<file path="src/rtl/fpb_pkg.sv">
// Shared constants and carrier types of the front panel bus control block
package fpb_pkg;

  // ****************************************************************
  // Timing
  // ****************************************************************
  localparam int CLK_HZ      = 50_000_000;
  localparam int DEB_TIME_NS = 20_000;
  // Least time rounds up to whole cycles
  localparam int DEB_CYCLES  = (DEB_TIME_NS * (CLK_HZ / 1_000_000) + 999) / 1000;

  // ****************************************************************
  // Codes and reset values
  // ****************************************************************
  localparam logic [7:0] OP_JUMP      = 8'hc3;
  localparam logic [7:0] OP_NOP       = 8'h00;
  localparam logic       PULLUP_LEVEL = 1'b1;
  localparam logic       LAMP_OFF     = 1'b0;

  // Run/stop flip-flop; one bit, so the encoding is Gray already
  typedef enum logic {
    FPB_STOP = 1'b0,
    FPB_RUN  = 1'b1
  } fpb_run_t;

  // Backplane levels as seen on the pins
  typedef struct packed {
    logic wait_hi;       // Line 27
    logic xrdy_level;    // Line 3 read back
    logic int_n;         // Line 73
    logic err_stack;     // Line 98
    logic inte;          // Line 28
    logic phantom_n;     // Line 67
    logic m1;
    logic psync;
    logic phi1;
    logic phi2;
    logic sinp;
    logic sout;          // Line 45
    logic dbin;
    logic pwr_n;         // Line 77
    logic poc_n;         // Line 99
    logic port_match;    // Port address equals the sense port
    logic data_bp_n;     // Data comparator, active low
    logic addr_bp_n;     // Address comparator, active low
  } fpb_bus_t;

  // Jumper and switch straps
  typedef struct packed {
    logic bus_valid_timing_option_a;
    logic bus_valid_timing_option_b;
    logic bus_valid_timing_option_c;
    logic wait_lamp_source_option;
    logic signal_merge_option;
    logic second_lamp_source_option;
    logic breakpoint_bypass_option;
    logic third_lamp_source_option;
    logic examine_style_option;
    logic input_disable_definition_option;
    logic breakpoint_source_selector;   // 1 = data, 0 = address
  } fpb_opt_t;

  // Test points and buttons, all pulled high when open
  typedef struct packed {
    logic run_force_n;
    logic stop_force_n;
    logic bp_enable;
    logic latch_clear_button_n;
    logic run_stop_switch;              // 1 = run position
  } fpb_test_t;

  localparam fpb_test_t TEST_RST = '{default: PULLUP_LEVEL};

endpackage : fpb_pkg

</file>
<file path="src/rtl/fpb_debounce.sv">
// Synchroniser plus stable-time filter for test inputs and buttons
`timescale 1ns/10ps
module fpb_debounce #(
  parameter int           W       = 1,
  parameter int           CYCLES  = 1000,
  parameter logic [W-1:0] RST_VAL = '0
) (
  input  wire logic         clk_in,
  input  wire logic         rst_in,
  input  wire logic [W-1:0] raw_in,
  output logic      [W-1:0] clean_out
);

  logic [W-1:0] sync_w;
  logic [15:0]  cnt_ff;
  logic         done_w;

  fpb_sync2 #(.W(W), .RST_VAL(RST_VAL)) u_sync (
    .clk_in (clk_in),
    .rst_in (rst_in),
    .d_in   (raw_in),
    .q_out  (sync_w)
  );

  assign done_w = (cnt_ff == 16'(CYCLES - 1));

  // All bits share one count: a change must hold until the window already running ends; only a full return to clean_out restarts the count
  always_ff @(posedge clk_in)
  begin
    if (rst_in)
    begin
      cnt_ff    <= '0;
      clean_out <= RST_VAL;
    end
    else if (sync_w == clean_out)
      cnt_ff <= '0;
    else if (done_w)
    begin
      cnt_ff    <= '0;
      clean_out <= sync_w;
    end
    else
      cnt_ff <= cnt_ff + 16'h0001;
  end

endmodule : fpb_debounce

</file>
<file path="src/rtl/fpb_panel.sv">
// Front panel bus control: run/stop, breakpoint latch, bus strobes and lamps
//
// Operation
// RULE1: Clear button empties the breakpoint latch; it sets again if breakpoint persists.
// RULE2: Bus valid flag marks stable buses, derivation picked by three options.
// RULE3: Wait lamp shows wait high, or line 3 or wait low.
// RULE4: Merge option keeps single-step and sense-disable apart or drives both together.
// RULE5: Second lamp shows interrupt low or error/stack high.
// RULE6: Bypass option disables all breakpoint logic and its controls.
// RULE7: Third lamp shows interrupt-enable high or phantom high.
// RULE8: Examine reaches target by jump opcode or by repeated no-ops.
// RULE9: Sense disable is input status and port match, optionally with data-in.
// RULE10: Run-force low returns to run unless some stop source is active.
// RULE11: Stop-force low sets stop; a single pulse keeps the processor stopped. The code returns to run after the pulse while the run/stop switch is raised.
// RULE12: Spare inverter outputs the complement of its pulled-up input.
// RULE13: Breakpoint test output follows data or address breakpoint by selector.
// RULE14: Latched test output goes high on capture, holds until cleared.
// RULE15: Breakpoint-enable low disables the address and data breakpoint.
// RULE16: Ready line low requests wait states, high lets the processor go.
// RULE17: Single-step pulls low while panel drives data, never in run. With the merge option the code also pulls it in run on a sense request.
// RULE18: Sense disable pulls low on sense port input; panel supplies switch byte.
// RULE19: Memory write pulses from deposit functions, inhibited in run.
// RULE20: Memory write also follows processor write strobe while output status low.
// RULE21: Run line is high in run and low in stop.
// RULE22: Breakpoint pulls ready low; sequencer override drives it high.
// RULE23: Latch sets if breakpoint low at bus-valid rise; stop follows next cycle.
// RULE24: Power-on clear low forces stop.
// RULE25: Switch stop takes effect only when fetch, sync and phase one high.
// RULE26: Test inputs and buttons are synchronised and debounced before use.
`timescale 1ns/10ps
module fpb_panel
  import fpb_pkg::*;
#(
  parameter int DEB_CYC = fpb_pkg::DEB_CYCLES
) (
  input  wire logic              clk_in,
  input  wire logic              rst_in,
  input  wire fpb_pkg::fpb_bus_t  bus_in,
  input  wire fpb_pkg::fpb_opt_t  opt_in,
  input  wire fpb_pkg::fpb_test_t test_in,
  input  wire logic              spare_inv_in,
  input  wire logic [7:0]        programmed_input_switches_in,
  input  wire logic [7:0]        panel_data_in,
  input  wire logic              seq_run_override_in,
  input  wire logic              seq_drive_data_in,
  input  wire logic              seq_deposit_in,
  output logic                   xrdy_n_out,
  output logic                   ss_n_out,
  output logic                   ss_oe_out,
  output logic                   ssw_dsb_n_out,
  output logic                   ssw_dsb_oe_out,
  output logic                   mwrite_out,
  output logic                   run_out,
  output logic [7:0]             data_out,
  output logic                   data_oe_out,
  output logic [7:0]             examine_opcode_out,
  output logic                   bus_valid_flag_out,
  output logic                   bp_test_out,
  output logic                   bp_latched_out,
  output logic                   spare_inv_out,
  output logic                   wait_indicator_lamp_out,
  output logic                   second_indicator_lamp_out,
  output logic                   third_indicator_lamp_out,
  output logic                   latch_indicator_lamp_out
);

  import fpb_pkg::*;

  // ****************************************************************
  // Input conditioning
  // ****************************************************************
  fpb_bus_t  bus_s;
  fpb_opt_t  opt_s;
  fpb_test_t test_s;
  logic      spare_s;

  // Backplane levels come from another clock, so two stages first
  fpb_sync2 #(.W($bits(fpb_bus_t)), .RST_VAL('1)) u_bus_sync (
    .clk_in (clk_in),
    .rst_in (rst_in),
    .d_in   (bus_in),
    .q_out  (bus_s)
  );

  fpb_sync2 #(.W($bits(fpb_opt_t)), .RST_VAL('0)) u_opt_sync (
    .clk_in (clk_in),
    .rst_in (rst_in),
    .d_in   (opt_in),
    .q_out  (opt_s)
  );

  fpb_sync2 #(.W(1), .RST_VAL(PULLUP_LEVEL)) u_spare_sync (
    .clk_in (clk_in),
    .rst_in (rst_in),
    .d_in   (spare_inv_in),
    .q_out  (spare_s)
  );

  // Contact bounce would toggle run/stop, hence the filter
  fpb_debounce #(.W($bits(fpb_test_t)), .CYCLES(DEB_CYC), .RST_VAL(TEST_RST)) u_test_deb ( // RULE26
    .clk_in    (clk_in),
    .rst_in    (rst_in),
    .raw_in    (test_in),
    .clean_out (test_s)
  );

  // ****************************************************************
  // Bus valid flag
  // ****************************************************************
  logic bv_base_w;
  logic bv_w;
  logic bv_prev_ff;
  logic bv_rise_w;

  // Different processor boards settle at different points of the cycle
  assign bv_base_w = opt_s.bus_valid_timing_option_a ? bus_s.dbin : (bus_s.dbin | ~bus_s.pwr_n); // RULE2
  assign bv_w      = bv_base_w & ~(opt_s.bus_valid_timing_option_b & bus_s.psync)
                     & (~opt_s.bus_valid_timing_option_c | bus_s.phi2);                      // RULE2
  assign bv_rise_w = bv_w & ~bv_prev_ff;

  // ****************************************************************
  // Breakpoint path
  // ****************************************************************
  logic bypass_w;
  logic bp_sel_n_w;
  logic bp_act_w;
  logic latch_ff;
  logic latch_set_w;
  logic latch_clr_w;
  logic nxt_latch;

  assign bypass_w    = opt_s.breakpoint_bypass_option;                                        // RULE6
  assign bp_sel_n_w  = opt_s.breakpoint_source_selector ? bus_s.data_bp_n : bus_s.addr_bp_n; // RULE13
  assign bp_act_w    = ~bp_sel_n_w & test_s.bp_enable & ~bypass_w;                          // RULE15
  assign latch_set_w = bv_rise_w & bp_act_w;                                                 // RULE23
  assign latch_clr_w = ~test_s.latch_clear_button_n | bypass_w;                             // RULE1
  // Set wins over clear, so a persisting breakpoint relights the lamp
  assign nxt_latch   = latch_set_w | (latch_ff & ~latch_clr_w);                             // RULE1

  // ****************************************************************
  // Run/stop flip-flop
  // ****************************************************************
  fpb_run_t run_ff;
  fpb_run_t nxt_run;
  logic     fetch_w;
  logic     stop_src_w;
  logic     sw_stop_w;

  assign fetch_w    = bus_s.m1 & bus_s.psync & bus_s.phi1;                                   // RULE25
  assign sw_stop_w  = ~test_s.run_stop_switch & fetch_w;                                     // RULE25
  assign stop_src_w = ~bus_s.poc_n | ~test_s.stop_force_n | sw_stop_w;                      // RULE24

  // Stop sources dominate; run-force and the raised switch only release
  always_comb
  begin
    nxt_run = run_ff;
    if (stop_src_w)
      nxt_run = FPB_STOP;                                                                    // RULE11
    else if (!test_s.run_force_n && test_s.run_stop_switch)
      nxt_run = FPB_RUN;                                                                     // RULE10
    else if (!test_s.run_force_n)
      nxt_run = FPB_RUN; // RULE10
    else if (test_s.run_stop_switch)
      nxt_run = FPB_RUN;
    else
      nxt_run = run_ff;
  end

  // ****************************************************************
  // Bus strobes and data
  // ****************************************************************
  logic is_run_w;
  logic nxt_xrdy_n;
  logic nxt_ss;
  logic nxt_dsb;
  logic dsb_req_w;
  logic panel_req_w;
  logic nxt_mwrite;

  assign is_run_w    = (run_ff == FPB_RUN);
  // Stop or a live breakpoint holds ready low; the sequencer may overrule both
  assign nxt_xrdy_n  = seq_run_override_in | (is_run_w & ~bp_act_w & ~latch_ff);           // RULE16 RULE22
  assign dsb_req_w   = bus_s.sinp & bus_s.port_match
                       & (~opt_s.input_disable_definition_option | bus_s.dbin);             // RULE9
  assign panel_req_w = seq_drive_data_in & ~is_run_w;                                        // RULE17
  assign nxt_ss      = panel_req_w | (opt_s.signal_merge_option & dsb_req_w);               // RULE4
  assign nxt_dsb     = dsb_req_w | (opt_s.signal_merge_option & panel_req_w);               // RULE4 RULE18
  assign nxt_mwrite  = (seq_deposit_in & ~is_run_w) | (~bus_s.pwr_n & ~bus_s.sout);         // RULE19 RULE20

  // ****************************************************************
  // Registered outputs
  // ****************************************************************
  always_ff @(posedge clk_in)
  begin
    if (rst_in)
    begin
      run_ff     <= FPB_STOP;
      latch_ff   <= 1'b0;
      bv_prev_ff <= 1'b0;
    end
    else
    begin
      run_ff     <= nxt_run;
      latch_ff   <= nxt_latch;                                                               // RULE23
      bv_prev_ff <= bv_w;
    end
  end

  // Bus strobes; open-collector lines only ever pull low
  always_ff @(posedge clk_in)
  begin
    if (rst_in)
    begin
      xrdy_n_out     <= 1'b0;
      ss_n_out       <= 1'b0;
      ss_oe_out      <= 1'b0;
      ssw_dsb_n_out  <= 1'b0;
      ssw_dsb_oe_out <= 1'b0;
      mwrite_out     <= 1'b0;
      run_out        <= 1'b0;
      data_out       <= 8'h00;
      data_oe_out    <= 1'b0;
    end
    else
    begin
      xrdy_n_out     <= nxt_xrdy_n;                                                          // RULE16
      ss_n_out       <= 1'b0;
      ss_oe_out      <= nxt_ss;                                                              // RULE17
      ssw_dsb_n_out  <= 1'b0;
      ssw_dsb_oe_out <= nxt_dsb;                                                             // RULE18
      mwrite_out     <= nxt_mwrite;
      run_out        <= is_run_w;                                                            // RULE21
      data_out       <= dsb_req_w ? programmed_input_switches_in : panel_data_in;           // RULE18
      data_oe_out    <= dsb_req_w | panel_req_w;
    end
  end

  // Lamps and test points
  always_ff @(posedge clk_in)
  begin
    if (rst_in)
    begin
      examine_opcode_out        <= OP_JUMP;
      bus_valid_flag_out        <= 1'b0;
      bp_test_out               <= 1'b1;
      bp_latched_out            <= 1'b0;
      spare_inv_out             <= ~PULLUP_LEVEL;
      wait_indicator_lamp_out   <= LAMP_OFF;
      second_indicator_lamp_out <= LAMP_OFF;
      third_indicator_lamp_out  <= LAMP_OFF;
      latch_indicator_lamp_out  <= LAMP_OFF;
    end
    else
    begin
      examine_opcode_out        <= opt_s.examine_style_option ? OP_NOP : OP_JUMP;           // RULE8
      bus_valid_flag_out        <= bv_w;                                                     // RULE2
      bp_test_out               <= ~bp_act_w;                                                // RULE13
      bp_latched_out            <= latch_ff;                                                 // RULE14
      spare_inv_out             <= ~spare_s;                                                 // RULE12
      wait_indicator_lamp_out   <= opt_s.wait_lamp_source_option
                                   ? (~bus_s.xrdy_level | ~bus_s.wait_hi) : bus_s.wait_hi;  // RULE3
      second_indicator_lamp_out <= opt_s.second_lamp_source_option
                                   ? bus_s.err_stack : ~bus_s.int_n;                         // RULE5
      third_indicator_lamp_out  <= opt_s.third_lamp_source_option
                                   ? bus_s.phantom_n : bus_s.inte;                           // RULE7
      latch_indicator_lamp_out  <= latch_ff;                                                 // RULE1
    end
  end
endmodule : fpb_panel

</file>
<file path="src/rtl/fpb_sync2.sv">
// Two-stage synchroniser for a vector of pin levels
`timescale 1ns/10ps
module fpb_sync2 #(
  parameter int           W       = 1,
  parameter logic [W-1:0] RST_VAL = '0
) (
  input  wire logic         clk_in,
  input  wire logic         rst_in,
  input  wire logic [W-1:0] d_in,
  output logic      [W-1:0] q_out
);

  logic [W-1:0] meta_ff;

  // First stage feeds only the second stage
  always_ff @(posedge clk_in)
  begin
    if (rst_in)
    begin
      meta_ff <= RST_VAL;
      q_out   <= RST_VAL;
    end
    else
    begin
      meta_ff <= d_in;
      q_out   <= meta_ff;
    end
  end

endmodule : fpb_sync2

</file>
<file path="config.mk">
export PLATFORM = sky130hd
export DESIGN_NAME = fpb_panel
export DESIGN_NICKNAME = d
export VERILOG_FILES = /design/src/rtl/fpb_pkg.sv /design/src/rtl/fpb_debounce.sv /design/src/rtl/fpb_panel.sv /design/src/rtl/fpb_sync2.sv
export SDC_FILE = /design/constraint.sdc
export NUM_CORES = 1
export LEC_CHECK = 0
export ABC_AREA = 0
export BUFFER_PORTS_ARGS = -buffer_cell sky130_fd_sc_hd__buf_2
export CAP_MARGIN = 10
export CELL_PAD_IN_SITES_DETAIL_PLACEMENT = 2
export CELL_PAD_IN_SITES_GLOBAL_PLACEMENT = 2
export CORE_ASPECT_RATIO = 1.5
export CORE_MARGIN = 8
export CORE_UTILIZATION = 36
export CTS_CLUSTER_DIAMETER = 40
export CTS_CLUSTER_SIZE = 24
export DETAILED_ROUTE_END_ITERATION = 10
export PLACE_DENSITY_LB_ADDON = 0.1
export SYNTH_ARGS = -nofsm -noshare
export SYNTH_HDL_FRONTEND = slang
export SYNTH_SLANG_ARGS = --single-unit
export TNS_END_PERCENT = 5
</file>
<file path="constraint.sdc">
create_clock -name clk_in -period 3.8 [get_ports clk_in]
set_input_delay 0.95 -clock clk_in [delete_from_list [all_inputs] [get_ports clk_in]]
set_output_delay 0.95 -clock clk_in [all_outputs]
set_load 0.01 [all_outputs]
</file>
* Yosys cells after proc, flatten, opt, wreduce, memory -nomap -nowiden *
Cells that the tools add are included.
Widths: inputs -> output; s select.

operators by class
  add/sub/neg operators = 1
  equality and inequality tests = 3
  muxes and demuxes = 10
  bitwise gates (word level) = 54
  reductions and logical operators = 5

operator list
  operator               count
  $not 1->1              21
  $and 1x1->1            20
  $add 16x1->16 const B  1
  $eq 16x10->1 const B   1
  $mux 8                 2
  $or 1x1->1             13
  $mux 1                 8
  $eq 5x5->1             1
  $ne 3x3->1 const B     1
  $reduce_or 3->1        1
  $reduce_and 2->1       1
  $reduce_or 2->1        1
  $logic_and 1x1->1      1
  $logic_not 1->1        1

word-level totals
  bits in registers = 122
  input port bits = 56
  output and inout bits = 32
  word-level logic and storage cells = 100

* Logic depth before layout (Yosys ltp) *
Gate-level depths: netlist of the first run.

  word-level depth = 8
  depth in mapped cells = 6
  depth with buffers taken out = 5

* By module *
From an unflattened synthesis of the first run, not the netlist that was laid out.

second synthesis, totals
  cells, all modules = 362
  area, all modules = 3932.5 um^2

by module, submodules not included
  module                          instances  cells each  area each (um^2)  seq. area each (um^2)
  fpb_debounce                    1          110         1007.2            420.4
  fpb_panel                       1          107         989.7             480.5
  fpb_sync2 at u_bus_sync         1          75          979.7             720.7
  fpb_sync2 at u_opt_sync         1          46          640.6             440.4
  fpb_sync2 at u_test_deb.u_sync  1          20          262.8             200.2
  fpb_sync2 at u_spare_sync       1          4           52.6              40.0

* Least setup slack after synthesis of the first run *
OpenSTA, ideal clock, no wires.

  kind = input to register
  from = input port rst_in
  to = register bp_test_out
  setup time = 0.123 ns
  data arrival time = 1.568 ns
  slack = 2.109 ns
  cell stages on the path = 3
  cell sequence = clkbuf_1 > clkbuf_1 > or2_2

RTL lines
  what                  line              text
  start, declared       fpb_panel.sv:37   input wire logic rst_in,
  end signal, assigned  fpb_panel.sv:257  bp_test_out <= ~bp_act_w;
  end, declared         fpb_panel.sv:58   output logic bp_test_out,

No word-level cell between the ends.

==> results of run 1 <==
## sequential cells by signal, indices dropped and copies added (netlist names), 5 cells and up
register	cells
u_opt_sync.q_out	11
u_test_deb.u_sync.meta_ff	5
data_out	8
u_test_deb.clean_out	5
u_bus_sync.q_out	18
u_bus_sync.meta_ff	18
u_opt_sync.meta_ff	11
u_test_deb.cnt_ff	16
u_test_deb.u_sync.q_out	5
## stage by stage
step | instances | utilization (%) | total power [uW]
4_1_cts | 560 | 47.8 | 3130
5_1_grt | 560 | 47.8 | 3200
3_5_place_dp | 528 | 41.6 | 1440
2_1_floorplan | 350 | - | 1380
3_3_place_gp | 528 | 41.6 | 1430
6_report | 560 | 47.8 | 3090
## where the power goes
group | internal (uW) | total [uW] | switching (uW)
combinational | 68.6 | 138 | 69.5
clock | 1100 | 1670 | 567
sequential | 1260 | 1280 | 17.0
total | 2430 | 3090 | 653
## cells by family after synthesis
| kind of cell | after synthesis |
|---|---|
| adders and majority gates | 1 |
| muxes | 15 |
| DFF | 115 |
| other | 1 |
| xor gates and xnor gates | 18 |
| and+or+nand+nor | 152 |
| buffers and inverters | 28 |
| AOI/OAI and AO/OA | 15 |
## path summary, 6_finish.rpt
check,endpoint,depth (start not counted)
hold reg to reg,examine_opcode_out[6],1
hold / removal,examine_opcode_out[6],1
setup reg to reg,u_test_deb.cnt_ff[12],5
setup / recovery,latch_ff,3
## cell type report
class	instances	share of cell area, %
clock buffers	18	8.86
clock inverters	14	4.18
inverters	6	0.465
multi-input cells	207	27.3
flip-flops and latches	115	47.5
well taps	117	3.02
repair buffers	83	8.68
## Yosys cell counts (2+ instances only)
master	count	area share, %
nor3_1	4	0.53
nand2b_1	6	1.0
nor4_1	3	0.50
xnor2_1	15	3.5
mux2i_1	15	4.0
and3_4	2	0.60
nor2_1	39	3.9
xor2_1	3	0.70
or2_2	49	8.2
nor2b_1	23	3.8
nand4_2	2	0.67
dfxtp_1	115	61
inv_1	6	0.60
clkbuf_1	10	1.0
nand2_1	6	0.60
buf_4	10	2.0
nor4_2	2	0.67
nand3_1	10	1.3
a21boi_0	2	0.40
nand4_1	2	0.33
a21oi_1	3	0.40
## routing by layer
metal	track usage, %	share of wire, %
met5	0	0
met4	7.29	1.8
met3	4.88	4.8
met2	24.2	55
met1	12.6	38
## worst register-to-register path, stage by stage (launching register included)
cell,delay [ns]
dfxtp_1,0.38
ha_1,0.27
nand3_1,0.22
nor4_1,0.39
xnor2_1,0.16
nor2_1,0.05
## cells in the final DEF (no fill, tap or decap), drive strengths merged
cell	instances
xnor2	15
o211ai	1
nand3	11
inv	8
a32oi	1
a21boi	2
bufinv	4
clkbuf	18
dfxtp	115
or2	49
and4	1
a32o	1
clkinv	7
nor2b	23
nand2b	6
or4	1
o31ai	1
conb	6
nand4	4
clkinvlp	1
nand2	6
xor2	3
a41oi	1
a21oi	4
o21ai	2
nor4	5
mux2i	15
buf	83
nor2	39
and3	3
nor3	4
a2111oi	1
ha	1
a31oi	1
==> results.sh, run 1 <==
export IMPL_worstHoldPathType="flip-flop to flip-flop"
export IMPL_drtPass1Iterations=4
export IMPL_clock_skew_ns=0.00594
export IMPL_ir_worst_vdd_v=0.000296
export IMPL_cp_arrival_ns=2.37
export IMPL_whs_ns=0.388
export IMPL_synth_ff_type="dfxtp_1"
export IMPL_max_slew_margin_rel_pct=35.3
export IMPL_num_vias=2583
export IMPL_hold_viol_final=0
export IMPL_num_fill_cells=1053
export IMPL_synth_compound_gate_area_share_pct=2.93
export IMPL_die_area_um2=14000
export IMPL_r2r_start="u_test_deb.cnt_ff[0]"
export IMPL_setup_slack_ns=1.78
export IMPL_holdCritStartpoint="u_opt_sync.q_out[2]"
export IMPL_critical_path_top_delay_family="compound AO/OA/AOI/OAI gates"
export IMPL_crit_start="rst_in"
export IMPL_multiInputGateArea_um2=1320
export IMPL_pre_cts_slack_ns=1.30
export IMPL_overflow=0
export IMPL_setup_viol=0
export IMPL_die_w_um=99.4
export IMPL_cts_tree="yes"
export IMPL_period_share_pct=53.2
export IMPL_regArea_um2=2300
export IMPL_yosys_warnings=0
export IMPL_path_buf_inv=1
export IMPL_syn_avg_cell_area_um2=10.9
export IMPL_synthMuxAreaShare_pct=4.00
export IMPL_drtIter0Drc=41
export IMPL_start_util_pct=37.0
export IMPL_post_cts_buffers=0
export IMPL_place_gp_congestion=0.736
export IMPL_design_area_um2=4840
export IMPL_htree_levels=4
export IMPL_max_slew_worst_pin_slew_ns=0.971
export IMPL_synth_seq_area_share_pct=61.3
export IMPL_hpwl_um=5890
export IMPL_rsz0062_at_grt="false"
export IMPL_async_reset_ff_share_pct=0
export IMPL_synth_seq_cells=115
export IMPL_synth_xor_area_share_pct=4.20
export IMPL_leakagePower_uw=0.00206
export IMPL_end_kind="flip-flop"
export IMPL_clock_latency_ns=0.41
export IMPL_yosys_area_share_simple_pct=23.1
export IMPL_path_class="input port to flip-flop"
export IMPL_clk_pin_slew_ns=0.05
export IMPL_pin_count=88
export IMPL_final_antenna_net_count=0
export IMPL_grt_pass1_vias=2977
export IMPL_drc_errors=0
export IMPL_fmax_mhz=495
export IMPL_crit_fanout=64
export IMPL_core_area_um2=10100
export IMPL_synthAdderAreaFrac_pct=0.333
export IMPL_clockRootBuffer="clkbuf_16"
export IMPL_hold_buffers=0
export IMPL_crit_slowest_cell="a2111oi_0"
export IMPL_std_cell_rows=45
export IMPL_synth_edff_count=0
export IMPL_io_buffers=81
export IMPL_synth_top_family_by_area="simple AND/OR/NAND/NOR gates"
export IMPL_gr_usage_all_layers_pct=13.3
export IMPL_clockBufferDepth=2
export IMPL_power_density_nw_per_um2=637
export IMPL_cts_inserted_buffers=17
export IMPL_die_y_um=141
export IMPL_routedWlPerCell_um=15.5
export IMPL_critical_path_required_ns=4.15
export IMPL_antenna_found_initial=0
export IMPL_grt_pass1_wl_um=14300
export IMPL_diodes=0
export IMPL_syn_inst=345
export IMPL_layout_nets=487
export IMPL_drive_gt1_share_pct=39.1
export IMPL_setup_tns_ns=0
export IMPL_maxCapViolCount=0
export IMPL_wl_um=8700
export IMPL_fin_crit_ns=2.02
export IMPL_outcome="finished clean"
export IMPL_numClockSinks=115
export IMPL_grt_max_degree=65
export IMPL_max_stage_delay_ns=0.78
export IMPL_path_cells="buf_2 > a2111oi_0 > a32o_1"
export IMPL_start_kind="input port"
export IMPL_r2r_slack_ns=2.19
export IMPL_syn_to_final_growth_pct=29.0
export IMPL_finalMaxSlewViolations=0
export IMPL_via_per_inst=4.61
export IMPL_ys_types=39
export IMPL_ctsResizeCount=0
export IMPL_placed_area_um2=4210
export IMPL_synth_area_um2=3750
Power figures use the tool's default switching activity.
==> inputs of run 2 (changes only) <==
CORE_UTILIZATION = 30   (was 36)
clock period = 1.75 ns   (was 3.8 ns; I/O delays follow)
==> results.sh, run 2 (synthesis results as in run 1) <==
export IMPL_outcome="finished clean"
export IMPL_p_seq_share_pct=44.0
export IMPL_drtIter0Drc=36
export IMPL_max_slew_margin_rel_pct=49.9
export IMPL_pre_cts_slack_ns=0.150
export IMPL_crit_start="u_test_deb.cnt_ff[0]"
export IMPL_overflow=0
export IMPL_fin_util_pct=39.5
export IMPL_grt_pass1_wl_um=14200
export IMPL_layout_nets=490
export IMPL_htree_levels=4
export IMPL_pin_count=88
export IMPL_clockBufferDepth=2
export IMPL_numClockSinks=115
export IMPL_pwr_share_clk_pct=51.2
export IMPL_crit_fanout=16
export IMPL_grt_max_degree=42
export IMPL_power_density_nw_per_um2=1290
export IMPL_via_per_inst=4.28
export IMPL_maxCapViolCount=0
export IMPL_design_area_um2=4870
export IMPL_clock_skew_ns=0.00589
export IMPL_cts_inserted_buffers=17
export IMPL_antenna_found_initial=0
export IMPL_r2r_start="u_test_deb.cnt_ff[0]"
export IMPL_max_slew_worst_pin_slew_ns=0.751
export IMPL_io_buffers=81
export IMPL_path_cells="ha_1 > and3_1 > a41oi_1 > o21ai_2 > nor2_1"
export IMPL_r2r_cells=5
export IMPL_num_fill_cells=1344
export IMPL_clk_pin_slew_ns=0.06
export IMPL_internal_power_uw=4850
export IMPL_syn_to_final_growth_pct=29.6
export IMPL_layout_commonest_cell="dfxtp_1"
export IMPL_placed_area_um2=4300
export IMPL_multiInputGateArea_um2=1330
export IMPL_cts_tree="yes"
export IMPL_grt_pass1_vias=2952
export IMPL_fmax_mhz=631
export IMPL_regArea_um2=2300
export IMPL_diodes=0
export IMPL_std_cell_rows=50
export IMPL_routedWlPerCell_um=13.9
export IMPL_setup_tns_ns=0
export IMPL_end_kind="flip-flop"
export IMPL_r2r_end="u_test_deb.cnt_ff[5]"
export IMPL_start_kind="flip-flop"
export IMPL_period_share_pct=90.6
export IMPL_path_class="flip-flop to flip-flop"
export IMPL_die_w_um=107
export IMPL_hold_viol_final=0
export IMPL_r2r_slack_ns=0.16
export IMPL_cp_arrival_ns=1.85
export IMPL_wl_um=8370
export IMPL_ir_worst_vdd_v=0.000659
export IMPL_critical_path_required_ns=2.01
export IMPL_die_area_um2=16400
export IMPL_drive_gt1_share_pct=39.9
export IMPL_crit_slowest_cell="dfxtp_1"
export IMPL_combPwrFrac_pct=4.9
export IMPL_final_cell_mix="dfxtp_1, buf_2, or2_2, nor2_1, nor2b_1"
export IMPL_core_area_um2=12300
export IMPL_reg_top3="u_bus_sync.meta_ff x18, u_bus_sync.q_out x18, u_test_deb.cnt_ff x16"
export IMPL_fin_crit_ns=1.59
export IMPL_setup_viol=0
export IMPL_rsz0062_at_grt="false"
export IMPL_drtPass1Iterations=3
export IMPL_leakagePower_uw=0.00203
export IMPL_p_total_uw=6290
export IMPL_hold_buffers=0
export IMPL_final_antenna_net_count=0
export IMPL_start_util_pct=30.5
export IMPL_gr_usage_all_layers_pct=11.1
export IMPL_place_gp_congestion=0.719
export IMPL_max_stage_delay_ns=0.37
export IMPL_crit_path_end="u_test_deb.cnt_ff[5]"
export IMPL_die_y_um=153
export IMPL_finalMaxSlewViolations=0
export IMPL_num_vias=2577
export IMPL_clock_latency_ns=0.40
export IMPL_setup_slack_ns=0.164
export IMPL_p_sw_uw=1430
export IMPL_drc_errors=0
export IMPL_hpwl_um=5980
export IMPL_clockRootBuffer="clkbuf_16"
export IMPL_worstHoldPathType="input port to flip-flop"
export IMPL_p_sw_share_pct=22.8
[run 2: cell types whose count changed in the layout (fill, tap and decap cells not counted), sizes merged]
cell | before | now
buf | 83 | 86
clkinvlp | 1 | 6
bufinv | 4 | 1
inv | 8 | 11
clkinv | 7 | 2
[run 2: through the flow]
stage               hold WS, ns  instances
floorplan                 0.356        350
global placement          0.362        570
detailed placement        0.369        570
CTS                       0.193        602
global route              0.200        602
finish                    0.213        602
[run 2: cell type report]
class	instances	area share, %
Clock buffer	18	8.82
Clock inverter	14	2.65
Inverter	6	0.463
Multi-Input combinational cell	207	27.4
Sequential cell	115	47.3
Tap cell	156	4.01
Timing Repair Buffer	86	9.36
[run 2: power by group through the flow]
| stage | logic, uW | registers, uW | clock network (uW) |
|---|---|---|---|
| after floorplan | 169 | 2830 | 0 |
| after global placement | 305 | 2820 | 0 |
| after detailed placement | 314 | 2820 | 0 |
| after CTS | 316 | 2770 | 3320 |
| after global routing | 346 | 2780 | 3440 |
| final | 305 | 2760 | 3220 |
[run 2: worst min path at each step]
stage,start,to,slack [ns],depth (start not counted)
global route,bus_in[13],u_bus_sync.meta_ff[13],0.20,2
CTS,bus_in[15],u_bus_sync.meta_ff[15],0.19,2
finish,bus_in[15],u_bus_sync.meta_ff[15],0.21,2
detailed placement,u_opt_sync.q_out[2],examine_opcode_out[6],0.37,1
global placement,u_opt_sync.q_out[2],examine_opcode_out[6],0.36,1
floorplan,u_opt_sync.q_out[2],examine_opcode_out[6],0.36,1
[run 2: metal layers]
metal	global-route usage, %	wire, um
met5	0	0
met3	4.59	474
met2	19.1	4450
met4	5.31	171
met1	11.2	3280
[run 2: what timing repair did]
| action | in CTS | in global routing |
|---|---|---|
| setup endpoints to repair | 0 | 2 |
| buffers inserted | 0 | 0 |
| resized for setup | 0 | 2 |
[run 2: worst max-delay path: cells and delay by family, from the launching register on]
family | cells | cell delay, ns
AO/OA/AOI/OAI | 2 | 0.47
flip-flops | 1 | 0.37
AND/OR/NAND/NOR | 2 | 0.35
adder cells (fa/ha/maj) | 1 | 0.26
